--- config.mk ---
export PLATFORM = sky130hd
export DESIGN_NAME = wau_unit
export DESIGN_NICKNAME = d
export VERILOG_FILES = /design/src/verilog/wau_pkg.sv /design/src/verilog/wau_decode.sv /design/src/verilog/wau_unit.sv
export SDC_FILE = /design/constraint.sdc
export NUM_CORES = 1
export LEC_CHECK = 0
export ABC_CLOCK_PERIOD_IN_PS = 9900
export BUFFER_PORTS_ARGS = -buffer_cell sky130_fd_sc_hd__buf_4
export CAP_MARGIN = 20
export CORE_AREA = 2 2 94 96
export CTS_CLUSTER_DIAMETER = 80
export DETAILED_ROUTE_END_ITERATION = 6
export DIE_AREA = 0 0 96 98
export GPL_TIMING_DRIVEN = 1
export PLACE_DENSITY = 0.91
export RECOVER_POWER = 50
export SLEW_MARGIN = 20
export SYNTH_ARGS = -nofsm -noshare
export SYNTH_HDL_FRONTEND = slang
export SYNTH_SLANG_ARGS = --single-unit
--- constraint.sdc ---
create_clock -name clk -period 9.9 [get_ports clk]
set_clock_uncertainty 0.05 [all_clocks]
set_input_delay 0.495 -clock clk [delete_from_list [all_inputs] [get_ports clk]]
set_output_delay 0.495 -clock clk [all_outputs]
set_load 0.02 [all_outputs]
--- src/verilog/wau_pkg.sv ---
// Package for the word add overflow unit: opcode fields, widths, types.
// Assumes a 32-bit instruction word and a 32- or 64-bit register file.
package wau_pkg;
    // ************************************************************
    // Instruction field layout
    // ************************************************************
    localparam int OPC_HI = 31;
    localparam int OPC_LO = 26;
    localparam int RS_HI = 25;
    localparam int RS_LO = 21;
    localparam int RT_HI = 20;
    localparam int RT_LO = 16;
    localparam int RD_HI = 15;
    localparam int RD_LO = 11;
    localparam int SH_HI = 10;
    localparam int SH_LO = 6;
    localparam int FN_HI = 5;
    localparam int FN_LO = 0;
    localparam int IMM_HI = 15;
    localparam int IMM_LO = 0;
    localparam int WORD_MSB = 31;

    // ************************************************************
    // Encodings
    // ************************************************************
    localparam logic [5:0] OPC_ZERO_GROUP = 6'h00;
    localparam logic [5:0] OPC_ADD_IMM_TRAP = 6'h08;
    localparam logic [5:0] OPC_ADD_IMM_MOD = 6'h09;
    localparam logic [5:0] FN_ADD_TRAP = 6'h20;
    localparam logic [4:0] SHAMT_ZERO = 5'h00;

    // Operation selected by the decoder
    typedef enum logic [1:0] {
        WAU_OP_NONE = 2'h0,
        WAU_OP_ADD_REG = 2'h1,
        WAU_OP_ADD_IMM_TRAP = 2'h3,
        WAU_OP_ADD_IMM_MOD = 2'h2
    } wau_op_t;

    // Issue bundle from the pipeline
    typedef struct packed {
        logic valid;
        logic [31:0] instr;
    } wau_issue_t;

    // Decoded fields
    typedef struct packed {
        wau_op_t op;
        logic [4:0] src_a;
        logic [4:0] src_b;
        logic [4:0] dest;
        logic [15:0] imm;
    } wau_dec_t;
endpackage : wau_pkg

--- src/verilog/wau_decode.sv ---
// Instruction decoder for the word add overflow unit.
// Assumes a valid 32-bit instruction word arriving from the pipeline.
`timescale 1ns/1ps
`default_nettype none
module wau_decode (
    // Instruction in
    input wire wau_pkg::wau_issue_t issue,
    // Decoded fields out
    output var wau_pkg::wau_dec_t dec
);
    logic [5:0] opc;
    logic [5:0] fn;
    logic [4:0] sh;

    // Field extraction
    assign opc = issue.instr[wau_pkg::OPC_HI:wau_pkg::OPC_LO];
    assign fn = issue.instr[wau_pkg::FN_HI:wau_pkg::FN_LO];
    assign sh = issue.instr[wau_pkg::SH_HI:wau_pkg::SH_LO];

    // Opcode match; unknown words fall to no operation
    always_comb begin
        dec.src_a = issue.instr[wau_pkg::RS_HI:wau_pkg::RS_LO];
        dec.src_b = issue.instr[wau_pkg::RT_HI:wau_pkg::RT_LO];
        dec.imm = issue.instr[wau_pkg::IMM_HI:wau_pkg::IMM_LO];
        dec.dest = issue.instr[wau_pkg::RD_HI:wau_pkg::RD_LO];
        dec.op = wau_pkg::WAU_OP_NONE;
        if (issue.valid) begin
            if (opc == wau_pkg::OPC_ZERO_GROUP && fn == wau_pkg::FN_ADD_TRAP
                && sh == wau_pkg::SHAMT_ZERO) begin
                dec.op = wau_pkg::WAU_OP_ADD_REG;
            end else if (opc == wau_pkg::OPC_ADD_IMM_TRAP) begin
                dec.op = wau_pkg::WAU_OP_ADD_IMM_TRAP;
                dec.dest = dec.src_b;
            end else if (opc == wau_pkg::OPC_ADD_IMM_MOD) begin
                dec.op = wau_pkg::WAU_OP_ADD_IMM_MOD;
                dec.dest = dec.src_b;
            end
        end
    end
endmodule : wau_decode
`default_nettype wire

--- src/verilog/wau_unit.sv ---
// Word add execution stage: decode, 32-bit add, overflow trap, registered write.
// Assumes operands are read from the register file in the issue cycle.
// Result registers keep their last write; only the flags are pulses.
// XLEN may be 32 or 64; wider sources only ever contribute their low word.
`timescale 1ns/1ps
`default_nettype none
module wau_unit #(
    parameter int XLEN = 64
) (
    // Clock and reset
    input wire logic clk,
    input wire logic sys_rst,
    // Issue from pipeline
    input wire wau_pkg::wau_issue_t issue,
    input wire logic [XLEN-1:0] src_a_val,
    input wire logic [XLEN-1:0] src_b_val,
    // Register specifiers to the file
    output logic [4:0] src_a_sel,
    output logic [4:0] src_b_sel,
    // Result
    output logic wr_en_q,
    output logic [4:0] wr_addr_q,
    output logic [XLEN-1:0] wr_data_q,
    output logic ovf_exc_q,
    output logic done_q
);
    // ************************************************************
    // Decode
    // ************************************************************
    wau_pkg::wau_dec_t dec;

    wau_decode u_dec (
        .issue(issue),
        .dec(dec)
    );

    assign src_a_sel = dec.src_a;
    assign src_b_sel = dec.src_b;

    // ************************************************************
    // Adder and overflow
    // ************************************************************
    logic [31:0] opnd_a;
    logic [31:0] opnd_b;
    logic [31:0] sum;
    logic ovf;
    logic trap_op;
    logic take_exc;
    logic do_write;
    logic is_op;

    // Sign copies needed to stretch the immediate to a word
    localparam int IMM_EXT = wau_pkg::WORD_MSB - wau_pkg::IMM_HI;

    // Only low words feed the adder; unextended sources are undefined anyway
    assign opnd_a = src_a_val[wau_pkg::WORD_MSB:0];
    // Immediate forms use the sign-extended 16-bit field
    assign opnd_b = (dec.op == wau_pkg::WAU_OP_ADD_REG) ? src_b_val[wau_pkg::WORD_MSB:0]
                  : {{IMM_EXT{dec.imm[wau_pkg::IMM_HI]}}, dec.imm};
    assign sum = opnd_a + opnd_b;
    // Same-sign addends with a sign flip in the sum
    assign ovf = (opnd_a[wau_pkg::WORD_MSB] == opnd_b[wau_pkg::WORD_MSB])
              && (sum[wau_pkg::WORD_MSB] != opnd_a[wau_pkg::WORD_MSB]);
    assign trap_op = (dec.op == wau_pkg::WAU_OP_ADD_REG)
                  || (dec.op == wau_pkg::WAU_OP_ADD_IMM_TRAP);
    assign take_exc = trap_op && ovf;
    assign is_op = (dec.op != wau_pkg::WAU_OP_NONE);
    // Modulo form never traps, so it always writes
    assign do_write = is_op && !take_exc;

    // ************************************************************
    // Result registers
    // ************************************************************
    // Write port; the write is dropped on a trap so the target stays intact
    always_ff @(posedge clk) begin
        if (sys_rst) begin
            wr_en_q <= 1'b0;
        end else begin
            wr_en_q <= do_write;
        end
    end

    // Data path; held when no write so stale data is harmless
    // The signed cast repeats bit 31 upward and still elaborates when XLEN is 32
    always_ff @(posedge clk) begin
        if (sys_rst) begin
            wr_addr_q <= 5'h00;
            wr_data_q <= '0;
        end else if (do_write) begin
            wr_addr_q <= dec.dest;
            wr_data_q <= XLEN'($signed(sum));
        end
    end

    // Exception and completion flags
    always_ff @(posedge clk) begin
        if (sys_rst) begin
            ovf_exc_q <= 1'b0;
            done_q <= 1'b0;
        end else begin
            ovf_exc_q <= take_exc;
            done_q <= is_op;
        end
    end

    // ************************************************************
    // Assertions
    // ************************************************************
    property p_no_write_on_exc;
        @(posedge clk) disable iff (sys_rst) ovf_exc_q |-> !wr_en_q;
    endproperty
    a_no_write_on_exc: assert property (p_no_write_on_exc) else $error("write with trap");

    property p_reg_add_trap;
        @(posedge clk) disable iff (sys_rst)
        (dec.op == wau_pkg::WAU_OP_ADD_REG && src_a_val[31] == src_b_val[31]
         && (src_a_val[31:0] + src_b_val[31:0]) >> 31 != {31'h0, src_a_val[31]})
        |=> ovf_exc_q && !wr_en_q;
    endproperty
    a_reg_add_trap: assert property (p_reg_add_trap) else $error("add overflow missed");

    property p_sext;
        @(posedge clk) disable iff (sys_rst)
        wr_en_q |-> (wr_data_q[XLEN-1:31] == '0) || (&wr_data_q[XLEN-1:31]);
    endproperty
    a_sext: assert property (p_sext) else $error("result not sign-extended");

    property p_mod_never_traps;
        @(posedge clk) disable iff (sys_rst)
        dec.op == wau_pkg::WAU_OP_ADD_IMM_MOD |=> wr_en_q && !ovf_exc_q;
    endproperty
    a_mod_never_traps: assert property (p_mod_never_traps) else $error("modulo add trapped");

    property p_imm_data;
        @(posedge clk) disable iff (sys_rst)
        dec.op == wau_pkg::WAU_OP_ADD_IMM_MOD |=>
        wr_data_q[31:0] == $past(src_a_val[31:0]) + {{16{$past(dec.imm[15])}}, $past(dec.imm)};
    endproperty
    a_imm_data: assert property (p_imm_data) else $error("immediate sum wrong");

    property p_imm_dest;
        @(posedge clk) disable iff (sys_rst)
        (dec.op == wau_pkg::WAU_OP_ADD_IMM_TRAP && !ovf) |=>
        wr_en_q && wr_addr_q == $past(issue.instr[20:16]);
    endproperty
    a_imm_dest: assert property (p_imm_dest) else $error("wrong immediate target");

    property p_decode_reg;
        @(posedge clk) disable iff (sys_rst)
        (issue.valid && issue.instr[31:26] == 6'h00 && issue.instr[5:0] == 6'h20
         && issue.instr[10:6] == 5'h00) |-> dec.op == wau_pkg::WAU_OP_ADD_REG;
    endproperty
    a_decode_reg: assert property (p_decode_reg) else $error("register add not decoded");

    property p_decode_mod;
        @(posedge clk) disable iff (sys_rst)
        (issue.valid && issue.instr[31:26] == 6'h09) |-> dec.op == wau_pkg::WAU_OP_ADD_IMM_MOD;
    endproperty
    a_decode_mod: assert property (p_decode_mod) else $error("modulo add not decoded");

    property p_ovf_rule;
        @(posedge clk) disable iff (sys_rst)
        (trap_op && opnd_a[31] != opnd_b[31]) |=> !ovf_exc_q;
    endproperty
    a_ovf_rule: assert property (p_ovf_rule) else $error("mixed-sign add trapped");

    // ************************************************************
    // Checker reference sums
    // ************************************************************
    // Built from the raw operands, not the adder's inputs, so that a slip in
    // the operand mux or in the overflow term cannot hide behind itself
    localparam int WIDE_MSB = wau_pkg::WORD_MSB + 1;
    logic [WIDE_MSB:0] chk_wide_reg;
    logic [WIDE_MSB:0] chk_wide_imm;
    logic chk_ovf_reg;
    logic chk_ovf_imm;
    logic chk_trap_due;

    assign chk_wide_reg = {src_a_val[wau_pkg::WORD_MSB], src_a_val[wau_pkg::WORD_MSB:0]}
                        + {src_b_val[wau_pkg::WORD_MSB], src_b_val[wau_pkg::WORD_MSB:0]};
    assign chk_wide_imm = {src_a_val[wau_pkg::WORD_MSB], src_a_val[wau_pkg::WORD_MSB:0]}
                        + {{(IMM_EXT + 1){dec.imm[wau_pkg::IMM_HI]}}, dec.imm};
    // A word-plus-one signed sum overflows a word when its top two bits differ
    assign chk_ovf_reg = chk_wide_reg[WIDE_MSB] != chk_wide_reg[wau_pkg::WORD_MSB];
    assign chk_ovf_imm = chk_wide_imm[WIDE_MSB] != chk_wide_imm[wau_pkg::WORD_MSB];
    // Only the two trapping forms may raise the exception
    assign chk_trap_due = (dec.op == wau_pkg::WAU_OP_ADD_REG && chk_ovf_reg)
                       || (dec.op == wau_pkg::WAU_OP_ADD_IMM_TRAP && chk_ovf_imm);

    // ************************************************************
    // Assertions against the reference sums
    // ************************************************************
    // Register add: clean sums land at rd, overflowing ones trap
    property p_reg_add_data;
        @(posedge clk) disable iff (sys_rst)
        (dec.op == wau_pkg::WAU_OP_ADD_REG && !chk_ovf_reg) |=> wr_en_q && !ovf_exc_q
        && wr_data_q[wau_pkg::WORD_MSB:0] == $past(chk_wide_reg[wau_pkg::WORD_MSB:0])
        && wr_addr_q == $past(issue.instr[wau_pkg::RD_HI:wau_pkg::RD_LO]);
    endproperty
    a_reg_add_data: assert property (p_reg_add_data) else $error("reg sum wrong");

    property p_reg_add_ovf;
        @(posedge clk) disable iff (sys_rst)
        (dec.op == wau_pkg::WAU_OP_ADD_REG && chk_ovf_reg) |=> ovf_exc_q && !wr_en_q && done_q;
    endproperty
    a_reg_add_ovf: assert property (p_reg_add_ovf) else $error("reg trap missed");

    // Trapping immediate form: same split, the target is rt
    property p_imm_trap_ovf;
        @(posedge clk) disable iff (sys_rst)
        (dec.op == wau_pkg::WAU_OP_ADD_IMM_TRAP && chk_ovf_imm) |=> ovf_exc_q && !wr_en_q;
    endproperty
    a_imm_trap_ovf: assert property (p_imm_trap_ovf) else $error("imm trap missed");

    property p_imm_trap_data;
        @(posedge clk) disable iff (sys_rst)
        (dec.op == wau_pkg::WAU_OP_ADD_IMM_TRAP && !chk_ovf_imm) |=> wr_en_q && !ovf_exc_q
        && wr_data_q[wau_pkg::WORD_MSB:0] == $past(chk_wide_imm[wau_pkg::WORD_MSB:0]);
    endproperty
    a_imm_trap_data: assert property (p_imm_trap_data) else $error("imm sum wrong");

    // Modulo form keeps only the low word of the same sum and writes rt
    property p_mod_data;
        @(posedge clk) disable iff (sys_rst)
        dec.op == wau_pkg::WAU_OP_ADD_IMM_MOD |=>
        wr_data_q[wau_pkg::WORD_MSB:0] == $past(chk_wide_imm[wau_pkg::WORD_MSB:0])
        && wr_addr_q == $past(issue.instr[wau_pkg::RT_HI:wau_pkg::RT_LO]);
    endproperty
    a_mod_data: assert property (p_mod_data) else $error("modulo result wrong");

    // Decode of the trapping immediate and refusal of a nonzero shift field
    property p_decode_imm_trap;
        @(posedge clk) disable iff (sys_rst)
        (issue.valid && issue.instr[wau_pkg::OPC_HI:wau_pkg::OPC_LO] == 6'h08)
        |-> dec.op == wau_pkg::WAU_OP_ADD_IMM_TRAP;
    endproperty
    a_decode_imm_trap: assert property (p_decode_imm_trap)
        else $error("imm add not decoded");

    property p_refuse_shift;
        @(posedge clk) disable iff (sys_rst)
        (issue.valid && issue.instr[wau_pkg::OPC_HI:wau_pkg::OPC_LO] == 6'h00
         && issue.instr[wau_pkg::SH_HI:wau_pkg::SH_LO] != 5'h00)
        |-> dec.op == wau_pkg::WAU_OP_NONE;
    endproperty
    a_refuse_shift: assert property (p_refuse_shift) else $error("bad shift decoded");

    // Nothing decoded means nothing reported the next cycle
    property p_idle_quiet;
        @(posedge clk) disable iff (sys_rst)
        dec.op == wau_pkg::WAU_OP_NONE |=> !wr_en_q && !ovf_exc_q && !done_q;
    endproperty
    a_idle_quiet: assert property (p_idle_quiet) else $error("flag without add");

    // A trap leaves the write port exactly as the last good write left it
    property p_hold_on_trap;
        @(posedge clk) disable iff (sys_rst)
        ovf_exc_q |-> $stable(wr_data_q) && $stable(wr_addr_q);
    endproperty
    a_hold_on_trap: assert property (p_hold_on_trap) else $error("trap moved data");

    // Every trap traces back to a trapping add whose reference sum overflowed
    property p_trap_cause;
        @(posedge clk) disable iff (sys_rst)
        ovf_exc_q |-> $past(chk_trap_due);
    endproperty
    a_trap_cause: assert property (p_trap_cause) else $error("spurious trap");

    // Completion is reported exactly when a write or a trap is
    property p_done_match;
        @(posedge clk) disable iff (sys_rst)
        done_q == (wr_en_q || ovf_exc_q);
    endproperty
    a_done_match: assert property (p_done_match) else $error("done mismatch");

    // Reset leaves no stray write or trap behind; not disabled by reset itself
    property p_reset_quiet;
        @(posedge clk) sys_rst |=> !wr_en_q && !ovf_exc_q && !done_q;
    endproperty
    a_reset_quiet: assert property (p_reset_quiet) else $error("flag after reset");

    // Scenarios worth seeing at least once

    c_trap: cover property (@(posedge clk) disable iff (sys_rst) ovf_exc_q);
    c_reg_write: cover property (@(posedge clk) disable iff (sys_rst)
        dec.op == wau_pkg::WAU_OP_ADD_REG ##1 wr_en_q);
    c_mod_wrap: cover property (@(posedge clk) disable iff (sys_rst)
        dec.op == wau_pkg::WAU_OP_ADD_IMM_MOD && ovf);
    c_imm_trap: cover property (@(posedge clk) disable iff (sys_rst)
        dec.op == wau_pkg::WAU_OP_ADD_IMM_TRAP ##1 ovf_exc_q);
    c_back_to_back: cover property (@(posedge clk) disable iff (sys_rst) wr_en_q ##1 wr_en_q);
endmodule : wau_unit
`default_nettype wire

[Word-level counts from Yosys, hierarchy flattened]
Cells that the tools add are included.
W data, S select, Z words.
Word-level totals
  word-level logic and storage cells: 32
  input port bits: 163
  output and inout port bits: 82
  register bits: 40
Cells by class
  reductions and logical operators: 10
  eq/ne operators: 7
  add/sub/neg operators: 1
  mux-type cells: 9
Operator list (count)
  $add A32 B32 Y32: 1
  $mux W32: 1
  $mux W5: 4
  $eq A6 B4 Y1 const B: 2
  $mux W2: 4
  $eq A6 B6 Y1 const B: 1
  $logic_not A6 Y1: 1
  $logic_and A1 B1 Y1: 5
  $logic_not A5 Y1: 1
  $eq A2 B1 Y1 const B: 1
  $eq A2 B2 Y1 const B: 1
  $reduce_bool A2 Y1: 1
  $eq A1 B1 Y1: 1
  $logic_not A1 Y1: 1
  $logic_or A1 B1 Y1: 1
  $ne A1 B1 Y1: 1

[Depth between registers and ports, before layout]
Gate-level depths: netlist (run 1).
  depth after elaboration: 13
  depth in mapped cells: 19
  gate-level depth less buffers: 16

[Cells and area by module]
A second synthesis (run 1) with hierarchy kept.
Second synthesis, totals
  cell total of the unflattened synthesis: 503
  area total of the unflattened synthesis: 3876.2 um2
By module, submodules not included
  wau_unit: times used 1, seq. area each 800.8 um2, cells each 462, area each 3532.1 um2
  wau_decode: times used 1, seq. area each 0.0 um2, cells each 41, area each 344.1 um2

[Least setup slack after synthesis (run 1)]
No wires, ideal clock.
  path type: input-to-reg
  start point: input issue[1] in the netlist's numbering
  end point: register, netlist name wr_data_q[31]
  path slack: 5.476 ns
  cell stages on the path: 17
  arrival time: 4.301 ns
  cell sequence: nor4b_1 and4_1 and2_1 clkbuf_1 clkbuf_1 a21o_1 ha_1 a211o_1 a211oi_2 o31ai_1 a211o_1 a211o_1 mux2i_2 mux2i_2 clkbuf_1 nand2_1 a21oi_1
Between the ends
  cells in the longest elaborated chain, start to end: 13
Ends and longest elaborated chain
  start, declared: line wau_unit.sv:14  | input wire wau_pkg::wau_issue_t issue,
  $eq A6 B6 Y1: line wau_decode.sv:28  | if (opc == wau_pkg::OPC_ZERO_GROUP && fn == wau_pkg::FN_ADD_TRAP
  $logic_and A1 B1 Y1: line wau_decode.sv:28
  $logic_and A1 B1 Y1: line wau_decode.sv:29  | && sh == wau_pkg::SHAMT_ZERO) begin
  $mux W2: line wau_decode.sv:28
  $mux W2: line wau_decode.sv:27  | if (issue.valid) begin
  $eq A2 B1 Y1
  $mux W32: line wau_unit.sv:58  | assign opnd_b = (dec.op == wau_pkg::WAU_OP_ADD_REG) ? src_b_val[wau_pkg::WORD_MSB:0]
  $add A32 B32 Y32: line wau_unit.sv:60  | assign sum = opnd_a + opnd_b;
  $ne A1 B1 Y1: line wau_unit.sv:63  | && (sum[wau_pkg::WORD_MSB] != opnd_a[wau_pkg::WORD_MSB]);
  $logic_and A1 B1 Y1: line wau_unit.sv:63
  $logic_and A1 B1 Y1: line wau_unit.sv:66  | assign take_exc = trap_op && ovf;
  $logic_not A1 Y1: line wau_unit.sv:69  | assign do_write = is_op && !take_exc;
  $logic_and A1 B1 Y1: line wau_unit.sv:69
Parallel ways exist; a longest one is shown, timed or not.
A chain may end at the register's enable or synchronous reset.

[Worst setup path after layout (run 1)]
  start point: input issue[0] in the netlist's numbering
  end point: register wr_data_q[24]
Between the ends
  cells in the longest elaborated chain, start to end: 13
Ends and longest elaborated chain
  $eq A6 B6 Y1: line wau_decode.sv:28
  $logic_and A1 B1 Y1: line wau_decode.sv:28
  $logic_and A1 B1 Y1: line wau_decode.sv:29
  $mux W2: line wau_decode.sv:28
  $mux W2: line wau_decode.sv:27
  $eq A2 B1 Y1
  $mux W32: line wau_unit.sv:58
  $add A32 B32 Y32: line wau_unit.sv:60
  $ne A1 B1 Y1: line wau_unit.sv:63
  $logic_and A1 B1 Y1: line wau_unit.sv:63
  $logic_and A1 B1 Y1: line wau_unit.sv:66
  $logic_not A1 Y1: line wau_unit.sv:69
  $logic_and A1 B1 Y1: line wau_unit.sv:69
  end signal, assigned: line wau_unit.sv:91  | wr_data_q <= XLEN'($signed(sum));
  end, declared: line wau_unit.sv:23  | output logic [XLEN-1:0] wr_data_q,
Parallel ways exist; a longest one is shown, timed or not.

==> impl_metrics.env, run 1 <==
export IMPL_p_per_area_mw_per_mm2=106
export IMPL_post_route_period_util_pct=50.3
export IMPL_dpl_hpwl_um=9550
export IMPL_avgSynthCellArea_um2=7.90
export IMPL_overflow=0
export IMPL_critical_path_required_ns=10.07
export IMPL_hold_path_class="reg2reg"
export IMPL_synth_warnings=0
export IMPL_ir_drop_uv=64.2
export IMPL_row_count=34
export IMPL_initial_core_util_pct=45.4
export IMPL_startpoint_type="input pin"
export IMPL_hold_buffers=0
export IMPL_wl_per_cell_um=16.4
export IMPL_routed_wl_um=11700
export IMPL_areaGrowthSynthToFinish_pct=24.4
export IMPL_syn_num_nets=682
export IMPL_place_congestion=0.925
export IMPL_antenna_cells=0
export IMPL_clock_sinks=40
export IMPL_cp_data_arrival_time_ns=5.15
export IMPL_syn_area_mm2=0.00385
export IMPL_die_w_um=96
export IMPL_grt_start_max_net_pins=49
export IMPL_via_per_inst=5.58
export IMPL_seq_area_frac_synth_pct=20.8
export IMPL_crit_type="in2reg"
export IMPL_cp_end_kind="flop"
export IMPL_cts_tree="done"
export IMPL_timing_final_hold_violations=0
export IMPL_path_max_fanout=48
export IMPL_ys_flop_type="dfxtp_1"
export IMPL_synthCells=487
export IMPL_async_flop_share_pct=0
export IMPL_cts_root_buf="clkbuf_8"
export IMPL_via_count=3976
export IMPL_htreeDepth=2
export IMPL_setup_viol=0
export IMPL_grt_pass1_vias=3853
export IMPL_cts_buffer_depth=2
export IMPL_dp_cells=705
export IMPL_nets=799
export IMPL_leakage_nw=2.15
export IMPL_antenna_left=0
export IMPL_clock_fmax_mhz=201
export IMPL_cts_setup_buffers=0
export IMPL_cts_made_buffers=5
export IMPL_coreArea_mm2=0.00847
export IMPL_fin_cells=712
export IMPL_slew_viol_final=0
export IMPL_dieArea_mm2=0.00941
export IMPL_synth_edf_count=0
export IMPL_maxCapViolations=0
export IMPL_track_usage_pct=24.2
export IMPL_ys_ff_latch=40
export IMPL_port_buffers=170
export IMPL_status="finished clean"
export IMPL_clk_latency_ns=0.29
export IMPL_grt_pass1_wl_um=18300
export IMPL_finalCriticalPeriod_ns=4.98
export IMPL_post_route_drc_count=0
export IMPL_ys_types=60
export IMPL_antenna_found_initial=0
export IMPL_cts_resized=0
export IMPL_slew_headroom_pct=40.6
export IMPL_path_clk_slew_ns=0.07
export IMPL_grt_setup_unrepaired="no"
export IMPL_dr_pass1_iters=5
export IMPL_initialDrtViolationCount=197
export IMPL_finalSetupTns_ns=0
export IMPL_die_h_um=98
export IMPL_drive_above_1_share_pct=26.5
export IMPL_worst_slew_pin_slew_ns=0.890
export IMPL_boundaryPins=245
## stage by stage
stage,hold slack [ns],power (mW),setup slack (ns),area (µm²),util [%]
2_1_floorplan,0.479,0.293,5.48,3850,-
3_3_place_gp,0.394,0.350,4.83,4860,57.4
3_5_place_dp,0.396,0.355,4.75,4860,57.4
4_1_cts,0.405,0.513,5.03,4990,58.9
5_1_grt,0.421,0.535,4.59,4780,56.5
6_report,0.402,0.508,4.92,4780,56.5
## flip-flops by register name (all words and copies together) (netlist names)
signal	count
ovf_exc_q	1
wr_en_q	1
wr_addr_q	5
wr_data_q	32
done_q	1
## per-layer routing
metal / vias up / part of all wire (%) / track usage, %
li1: 1936 / - / -
met1: 1834 / 43 / 32.3
met4: 0 / 1.7 / 6.48
met3: 18 / 7.4 / 3.09
met5: - / 0 / 0
met2: 188 / 48 / 40.7
## where the power goes
part | total (mW) | leakage, nW | switching [mW] | internal [mW]
Clock | 0.157 | 0.0642 | 0.0573 | 0.0992
Sequential | 0.165 | 0.323 | 0.00172 | 0.163
Combinational | 0.186 | 1.76 | 0.103 | 0.0837
Total | 0.508 | 2.15 | 0.162 | 0.346
## cell usage in the layout, fill, tap and decap left out, drive strengths merged, types with 2 or more instances in the layout
cell and instances:
buf 119, mux2 5, nor2b 4, o31ai 4
or2 2, and4 4, xnor2 19, o31a 2
nand2 63, a31oi 3, o211ai 2, o21bai 4
a21oi 54, a21o 43, clkbuf 60, nand3 9
nand2b 7, o21a 2, bufinv 2, a211o 3
o221ai 3, and2 2, ha 31, nor3 7
a211oi 17, a21boi 3, o21ai 12, mux2i 7
nor2 29, nor4 5, xor2 6, dfxtp 40
inv 13, nand4 3
## worst max-delay path, stage by stage
cell      delay (ns)
buf_4           0.12
nor4_1          0.33
and4_1          0.25
and2_1          0.27
buf_4           0.34
a21boi_0        0.16
ha_1            0.41
nor3_1          0.08
or2_2           0.33
o31ai_1         0.46
a211o_1         0.29
a211o_1         0.23
mux2i_2         0.30
mux2_4          0.58
o21ai_0         0.29
a21oi_1         0.20
## final timing paths
kind | from | end | slack, ns | depth (start not counted)
max reg2reg | wr_data_q[31] | wr_data_q[31] | 8.61 | 2
min | wr_data_q[0] | wr_data_q[0] | 0.40 | 2
min reg2reg | wr_data_q[0] | wr_data_q[0] | 0.40 | 2
max | issue[0] | wr_data_q[24] | 4.92 | 16
## cell type report
class / instances / area [µm²]
Clock buffer: 5 / 68.8
Clock inverter: 2 / 60.1
Fill cell: 860 / 3680
Inverter: 13 / 48.8
Multi-Input combinational cell: 370 / 2570
Sequential cell: 40 / 801
Tap cell: 108 / 135
Timing Repair Buffer: 174 / 1100
## cells in the mapped netlist, types with 2 or more instances
cell / number / area (µm²)
o31a_1: 2 / 17.5
o211ai_1: 2 / 15.0
a211o_1: 3 / 26.3
nand3_1: 9 / 45.0
nor3_1: 7 / 35.0
mux2i_1: 5 / 50.1
nor2_1: 29 / 109
o21a_1: 2 / 15.0
clkbuf_1: 16 / 60.1
nand4_1: 3 / 18.8
o21bai_1: 4 / 30.0
a21boi_0: 2 / 15.0
a21oi_2: 9 / 78.8
nor2b_1: 4 / 25.0
o221ai_1: 3 / 26.3
nand2_1: 54 / 203
buf_2: 2 / 10.0
ha_1: 31 / 388
inv_1: 13 / 48.8
mux2_2: 4 / 45.0
o31ai_1: 4 / 30.0
buf_4: 44 / 330
dfxtp_1: 40 / 801
and2_1: 2 / 12.5
nand2_2: 9 / 56.3
a211oi_1: 11 / 82.6
a21o_1: 43 / 323
o21ai_0: 11 / 55.1
and4_1: 4 / 35.0
nand2b_1: 7 / 43.8
a211oi_2: 6 / 75.1
xor2_1: 6 / 52.6
nor4_1: 4 / 25.0
a21oi_1: 45 / 225
a31oi_1: 3 / 18.8
xnor2_1: 19 / 166
mux2i_2: 2 / 27.5
## kinds of logic (layout without fill, tap and decap cells)
logic type                 Yosys count  count (layout)  share of synthesized area [%]
and+or+nand+nor                    139             139                           17.2
DFF                                 40              40                           20.8
xor gates and xnor gates            25              25                           5.69
AOI/OAI and AO/OA                  162             162                           29.7
adders and majority gates           32              32                           10.6
muxes                               12              12                           3.58
buffers and inverters               77             194                           12.4
Note: power is estimated with default switching activity, not from simulation.
==> run 2: changes to the inputs <==
- ABC_CLOCK_PERIOD_IN_PS: 9900 -> 4700
- CORE_AREA: 2 2 94 96 -> not set
- CORE_MARGIN: not set -> 1
- CORE_UTILIZATION: not set -> 44
- DIE_AREA: 0 0 96 98 -> not set
- PLACE_DENSITY: 0.91 -> 0.88
- clock period: 9.9 -> 4.7 ns (I/O delays scaled with it)
==> impl_metrics.env, run 2 (synthesized netlist as in run 1, its figures left out) <==
export IMPL_drive_above_1_share_pct=27.3
export IMPL_antenna_found_initial=0
export IMPL_setup_viol=0
export IMPL_startpoint_type="input pin"
export IMPL_cp_data_arrival_time_ns=4.48
export IMPL_ir_drop_uv=113
export IMPL_maxCapViolations=0
export IMPL_finalSetupTns_ns=0
export IMPL_initial_core_util_pct=46.1
export IMPL_dp_slack_ns=0.0599
export IMPL_dr_pass1_iters=4
export IMPL_routed_wl_um=11100
export IMPL_initialDrtViolationCount=154
export IMPL_utilization_pct=57.8
export IMPL_largest_register_ffs=32
export IMPL_boundaryPins=245
export IMPL_cts_resized=0
export IMPL_timing_hold_ws_ns=0.248
export IMPL_top_regs="wr_data_q x32, wr_addr_q x5"
export IMPL_dieArea_mm2=0.00912
export IMPL_critical_path_max_stage_delay_ns=0.50
export IMPL_antenna_cells=0
export IMPL_post_route_drc_count=0
export IMPL_top_register="wr_data_q"
export IMPL_grt_setup_unrepaired="no"
export IMPL_clk_latency_ns=0.29
export IMPL_hold_path_class="in2reg"
export IMPL_grt_pass1_wl_um=16900
export IMPL_worstSetupStartpoint="issue[29]"
export IMPL_crit_path_top_delay_cell="a211oi_2"
export IMPL_crit_type="in2reg"
export IMPL_antenna_left=0
export IMPL_grt_start_max_net_pins=41
export IMPL_critical_path_required_ns=4.81
export IMPL_timing_final_hold_violations=0
export IMPL_power_mw=0.970
export IMPL_via_count=3971
export IMPL_cts_setup_buffers=0
export IMPL_worstHoldStart="issue[15]"
export IMPL_track_usage_pct=23.9
export IMPL_die_w_um=95.5
export IMPL_clock_fmax_mhz=229
export IMPL_leakage_nw=2.17
export IMPL_dpl_hpwl_um=8990
export IMPL_post_route_period_util_pct=93.0
export IMPL_path_cells="buf_4 -> nor4_1 -> and4_1 -> and2_1 -> buf_4 -> buf_4 -> a21o_1 -> ha_1 -> o211ai_1 -> a21oi_1 -> o41a_1 -> a211oi_2 -> o21ai_1 -> a221oi_1 -> buf_4 -> nor3_1 -> o31ai_1 -> a21oi_1"
export IMPL_slew_headroom_pct=39.0
export IMPL_place_congestion=0.961
export IMPL_status="finished clean"
export IMPL_areaGrowthSynthToFinish_pct=25.4
export IMPL_htreeDepth=2
export IMPL_p_per_area_mw_per_mm2=201
export IMPL_cts_buffer_depth=2
export IMPL_via_per_inst=5.55
export IMPL_hold_buffers=0
export IMPL_cts_tree="done"
export IMPL_cts_made_buffers=5
export IMPL_wl_per_cell_um=15.4
export IMPL_grt_pass1_vias=3628
export IMPL_worst_slew_pin_slew_ns=0.914
export IMPL_clock_sinks=40
export IMPL_path_clk_slew_ns=0.08
export IMPL_cp_end_kind="flop"
export IMPL_finalCriticalPeriod_ns=4.37
export IMPL_final_common_cell="buf_4"
export IMPL_nets=805
export IMPL_row_count=33
export IMPL_port_buffers=170
export IMPL_r2r_start="wr_data_q[31]"
export IMPL_setup_ws_ns=0.328
export IMPL_overflow=0
export IMPL_die_h_um=95.5
export IMPL_path_max_fanout=8
export IMPL_coreArea_mm2=0.00834
export IMPL_crit_top_cell="buf_4"
export IMPL_cts_root_buf="clkbuf_8"
export IMPL_slew_viol_final=0
export IMPL_layout_common_cells="123 x buf_4, 55 x clkbuf_1, 54 x nand2_1"
==> run 2: cell types whose count changed in the layout (fill, tap and decap cells not counted) <==
cell and change:
buf_4 +4, buf_12 +2, bufinv_16 -2, clkinv_2 +2
clkbuf_8 +1, nor4_2 -1, nor4_4 +1
==> run 2: path summary, 6_finish.rpt <==
path,to,cells after the start,slack (ns)
setup reg to reg,wr_data_q[31],2,3.40
hold / removal,wr_addr_q[4],3,0.25
setup / recovery,wr_data_q[30],18,0.33
hold reg to reg,wr_data_q[9],2,0.41
==> run 2: per-stage QoR <==
| stage | instance area, µm² | std cells |
|---|---|---|
| after floorplan | 3850 | 487 |
| final | 4820 | 716 |
| after detailed placement | 4930 | 708 |
| after global placement | 4930 | 708 |
| after CTS | 5020 | 716 |
| after global routing | 4820 | 716 |
==> run 2: critical path, delay by kind of cell <==
family	cells	cell delay [ns]
compound gates	9	2.44
fa+ha+maj	1	0.26
simple gates	4	0.90
buf+inv	4	0.65
==> run 2: metal layers <==
metal	part of all wire (%)	GRT usage (%)
met2	49	43.0
met3	6.8	3.67
met4	2.0	7.21
met5	0	0
met1	42	29.2
==> run 2: report_power, final <==
part / switching [mW] / internal [mW] / total [mW]
clock network: 0.121 / 0.117 / 0.238
registers: 0.00380 / 0.344 / 0.347
logic: 0.206 / 0.179 / 0.385
total: 0.330 / 0.640 / 0.970
==> run 2: final cells by class <==
cell class                 count  area, µm²
multi-input combinational    370       2580
inverter                      13       48.8
tap                          105        131
sequential                    40        801
clock buffer                   6       82.6
clock inverter                 2       10.0
timing repair buffer         180       1170
fill                         801       3520
==> run 3: changes to the inputs <==
- CORE_ASPECT_RATIO: not set -> 0.7
- CORE_UTILIZATION: 44 -> 27
- PLACE_DENSITY: 0.88 -> 0.6
==> impl_metrics.env, run 3 (synthesized netlist as in run 1, its figures left out) <==
export IMPL_combPwrFrac_pct=34.9
export IMPL_ir_drop_uv=173
export IMPL_hold_buffers=0
export IMPL_coreArea_mm2=0.0139
export IMPL_leakage_nw=2.31
export IMPL_port_buffers=170
export IMPL_swShare_pct=32.4
export IMPL_grt_start_max_net_pins=41
export IMPL_die_w_um=145
export IMPL_utilization_pct=37.0
export IMPL_layout_common_cells="146 x buf_4, 55 x clkbuf_1, 54 x nand2_1"
export IMPL_hold_path_class="in2reg"
export IMPL_antenna_cells=0
export IMPL_dr_wl_met3_um=799
export IMPL_wl_per_cell_um=15.3
export IMPL_startpoint_type="input pin"
export IMPL_path_clk_slew_ns=0.07
export IMPL_finalCriticalPeriod_ns=4.30
export IMPL_pwr_share_clk_pct=35.4
export IMPL_switchingPower_mw=0.378
export IMPL_timing_final_hold_violations=0
export IMPL_cp_end_kind="flop"
export IMPL_critical_path_required_ns=4.87
export IMPL_track_usage_pct=16.8
export IMPL_clk_latency_ns=0.29
export IMPL_path_cells="buf_4 -> nor4b_1 -> and4_1 -> and2_1 -> buf_4 -> a21boi_0 -> ha_1 -> nor3_1 -> or2_2 -> o31ai_1 -> a211o_1 -> a211o_1 -> mux2i_2 -> mux2_4 -> buf_12 -> o211ai_1 -> a21oi_1"
export IMPL_final_common_cell="buf_4"
export IMPL_maxCapViolations=0
export IMPL_cts_root_buf="clkbuf_16"
export IMPL_grt_pass1_wl_um=19000
export IMPL_areaGrowthSynthToFinish_pct=33.9
export IMPL_cts_buffer_depth=2
export IMPL_grt_pass1_vias=3757
export IMPL_intPower_mw=0.789
export IMPL_wirelength_met1_um=6330
export IMPL_clock_fmax_mhz=233
export IMPL_routed_wl_um=12600
export IMPL_slew_headroom_pct=28.4
export IMPL_critPathTopFamily="simple AND/OR/NAND/NOR gates"
export IMPL_top_regs="wr_data_q x32, wr_addr_q x5"
export IMPL_post_route_period_util_pct=91.4
export IMPL_via_per_inst=4.79
export IMPL_cts_setup_buffers=0
export IMPL_via_count=3944
export IMPL_cts_tree="done"
export IMPL_die_h_um=102
export IMPL_status="finished clean"
export IMPL_post_route_drc_count=0
export IMPL_drive_above_1_share_pct=29.9
export IMPL_htreeDepth=2
export IMPL_dpl_hpwl_um=10400
export IMPL_overflow=0
export IMPL_antenna_left=0
export IMPL_grt_setup_unrepaired="no"
export IMPL_setup_viol=0
export IMPL_dieArea_mm2=0.0147
export IMPL_row_count=36
export IMPL_antenna_found_initial=0
export IMPL_place_congestion=0.851
export IMPL_largest_register_ffs=32
export IMPL_path_buf_inv=3
export IMPL_seqPwrFrac_pct=29.8
export IMPL_critical_path_max_stage_delay_ns=0.43
export IMPL_slew_viol_final=0
export IMPL_finalSetupTns_ns=0
export IMPL_dr_wl_met2_um=5400
export IMPL_initialDrtViolationCount=219
export IMPL_dr_pass1_iters=4
export IMPL_placed_cell_area_mm2=0.00519
export IMPL_power_mw=1.17
export IMPL_highest_layer="met4"
export IMPL_initial_core_util_pct=27.6
export IMPL_cts_resized=0
export IMPL_final_area_mm2=0.00515
export IMPL_clock_sinks=40
export IMPL_cts_made_buffers=5
export IMPL_crit_path_top_delay_cell="o31ai_1"
export IMPL_top_register="wr_data_q"
export IMPL_cp_data_arrival_time_ns=4.46
export IMPL_worst_slew_pin_slew_ns=1.07
export IMPL_nets=827
export IMPL_p_per_area_mw_per_mm2=227
export IMPL_crit_type="in2reg"
export IMPL_path_max_fanout=23
export IMPL_boundaryPins=245
[run 3: metrics by stage]
stage	worst slack (ns)	hold WS (ns)	instances
global route	0.108	0.272	823
detailed placement	0.105	0.397	815
finish	0.402	0.260	823
CTS	0.378	0.256	823
floorplan	0.536	0.419	487
global placement	0.155	0.392	815
[run 3: path summary, 6_finish.rpt]
path                                    start             to  slack (ns)  cells after the start
worst min-delay path                issue[11]   wr_addr_q[0]        0.26                      3
worst max register to register  wr_data_q[31]  wr_data_q[31]        3.39                      2
worst max-delay path                 issue[1]   wr_data_q[7]        0.40                     17
worst min register to register   wr_data_q[7]   wr_data_q[7]        0.40                      2
[run 3: power by group through the flow]
stage	combinational (mW)	clock, mW	sequential (mW)
finish	0.407	0.413	0.347
global route	0.448	0.441	0.348
CTS	0.413	0.427	0.347
detailed placement	0.410	0	0.355
global placement	0.406	0	0.355
floorplan	0.257	0	0.361
[run 3: cell type report]
cell class	instances	area (µm²)
clock buffer	5	125
clock inverter	3	46.3
fill	1494	8770
inverter	13	48.8
multi-input combinational	370	2570
sequential	40	801
tap	190	238
timing repair buffer	202	1320
[run 3: layer usage]
metal / global-route usage, % / vias up
li1: - / 2004
met1: 24.2 / 1815
met2: 25.7 / 116
met3: 3.42 / 9
met4: 3.16 / 0
met5: 0 / -
[run 3: worst register-to-register path: stages (launching register included)]
cell	delay, ns
dfxtp_1	0.94
nand2_1	0.10
a21oi_1	0.15
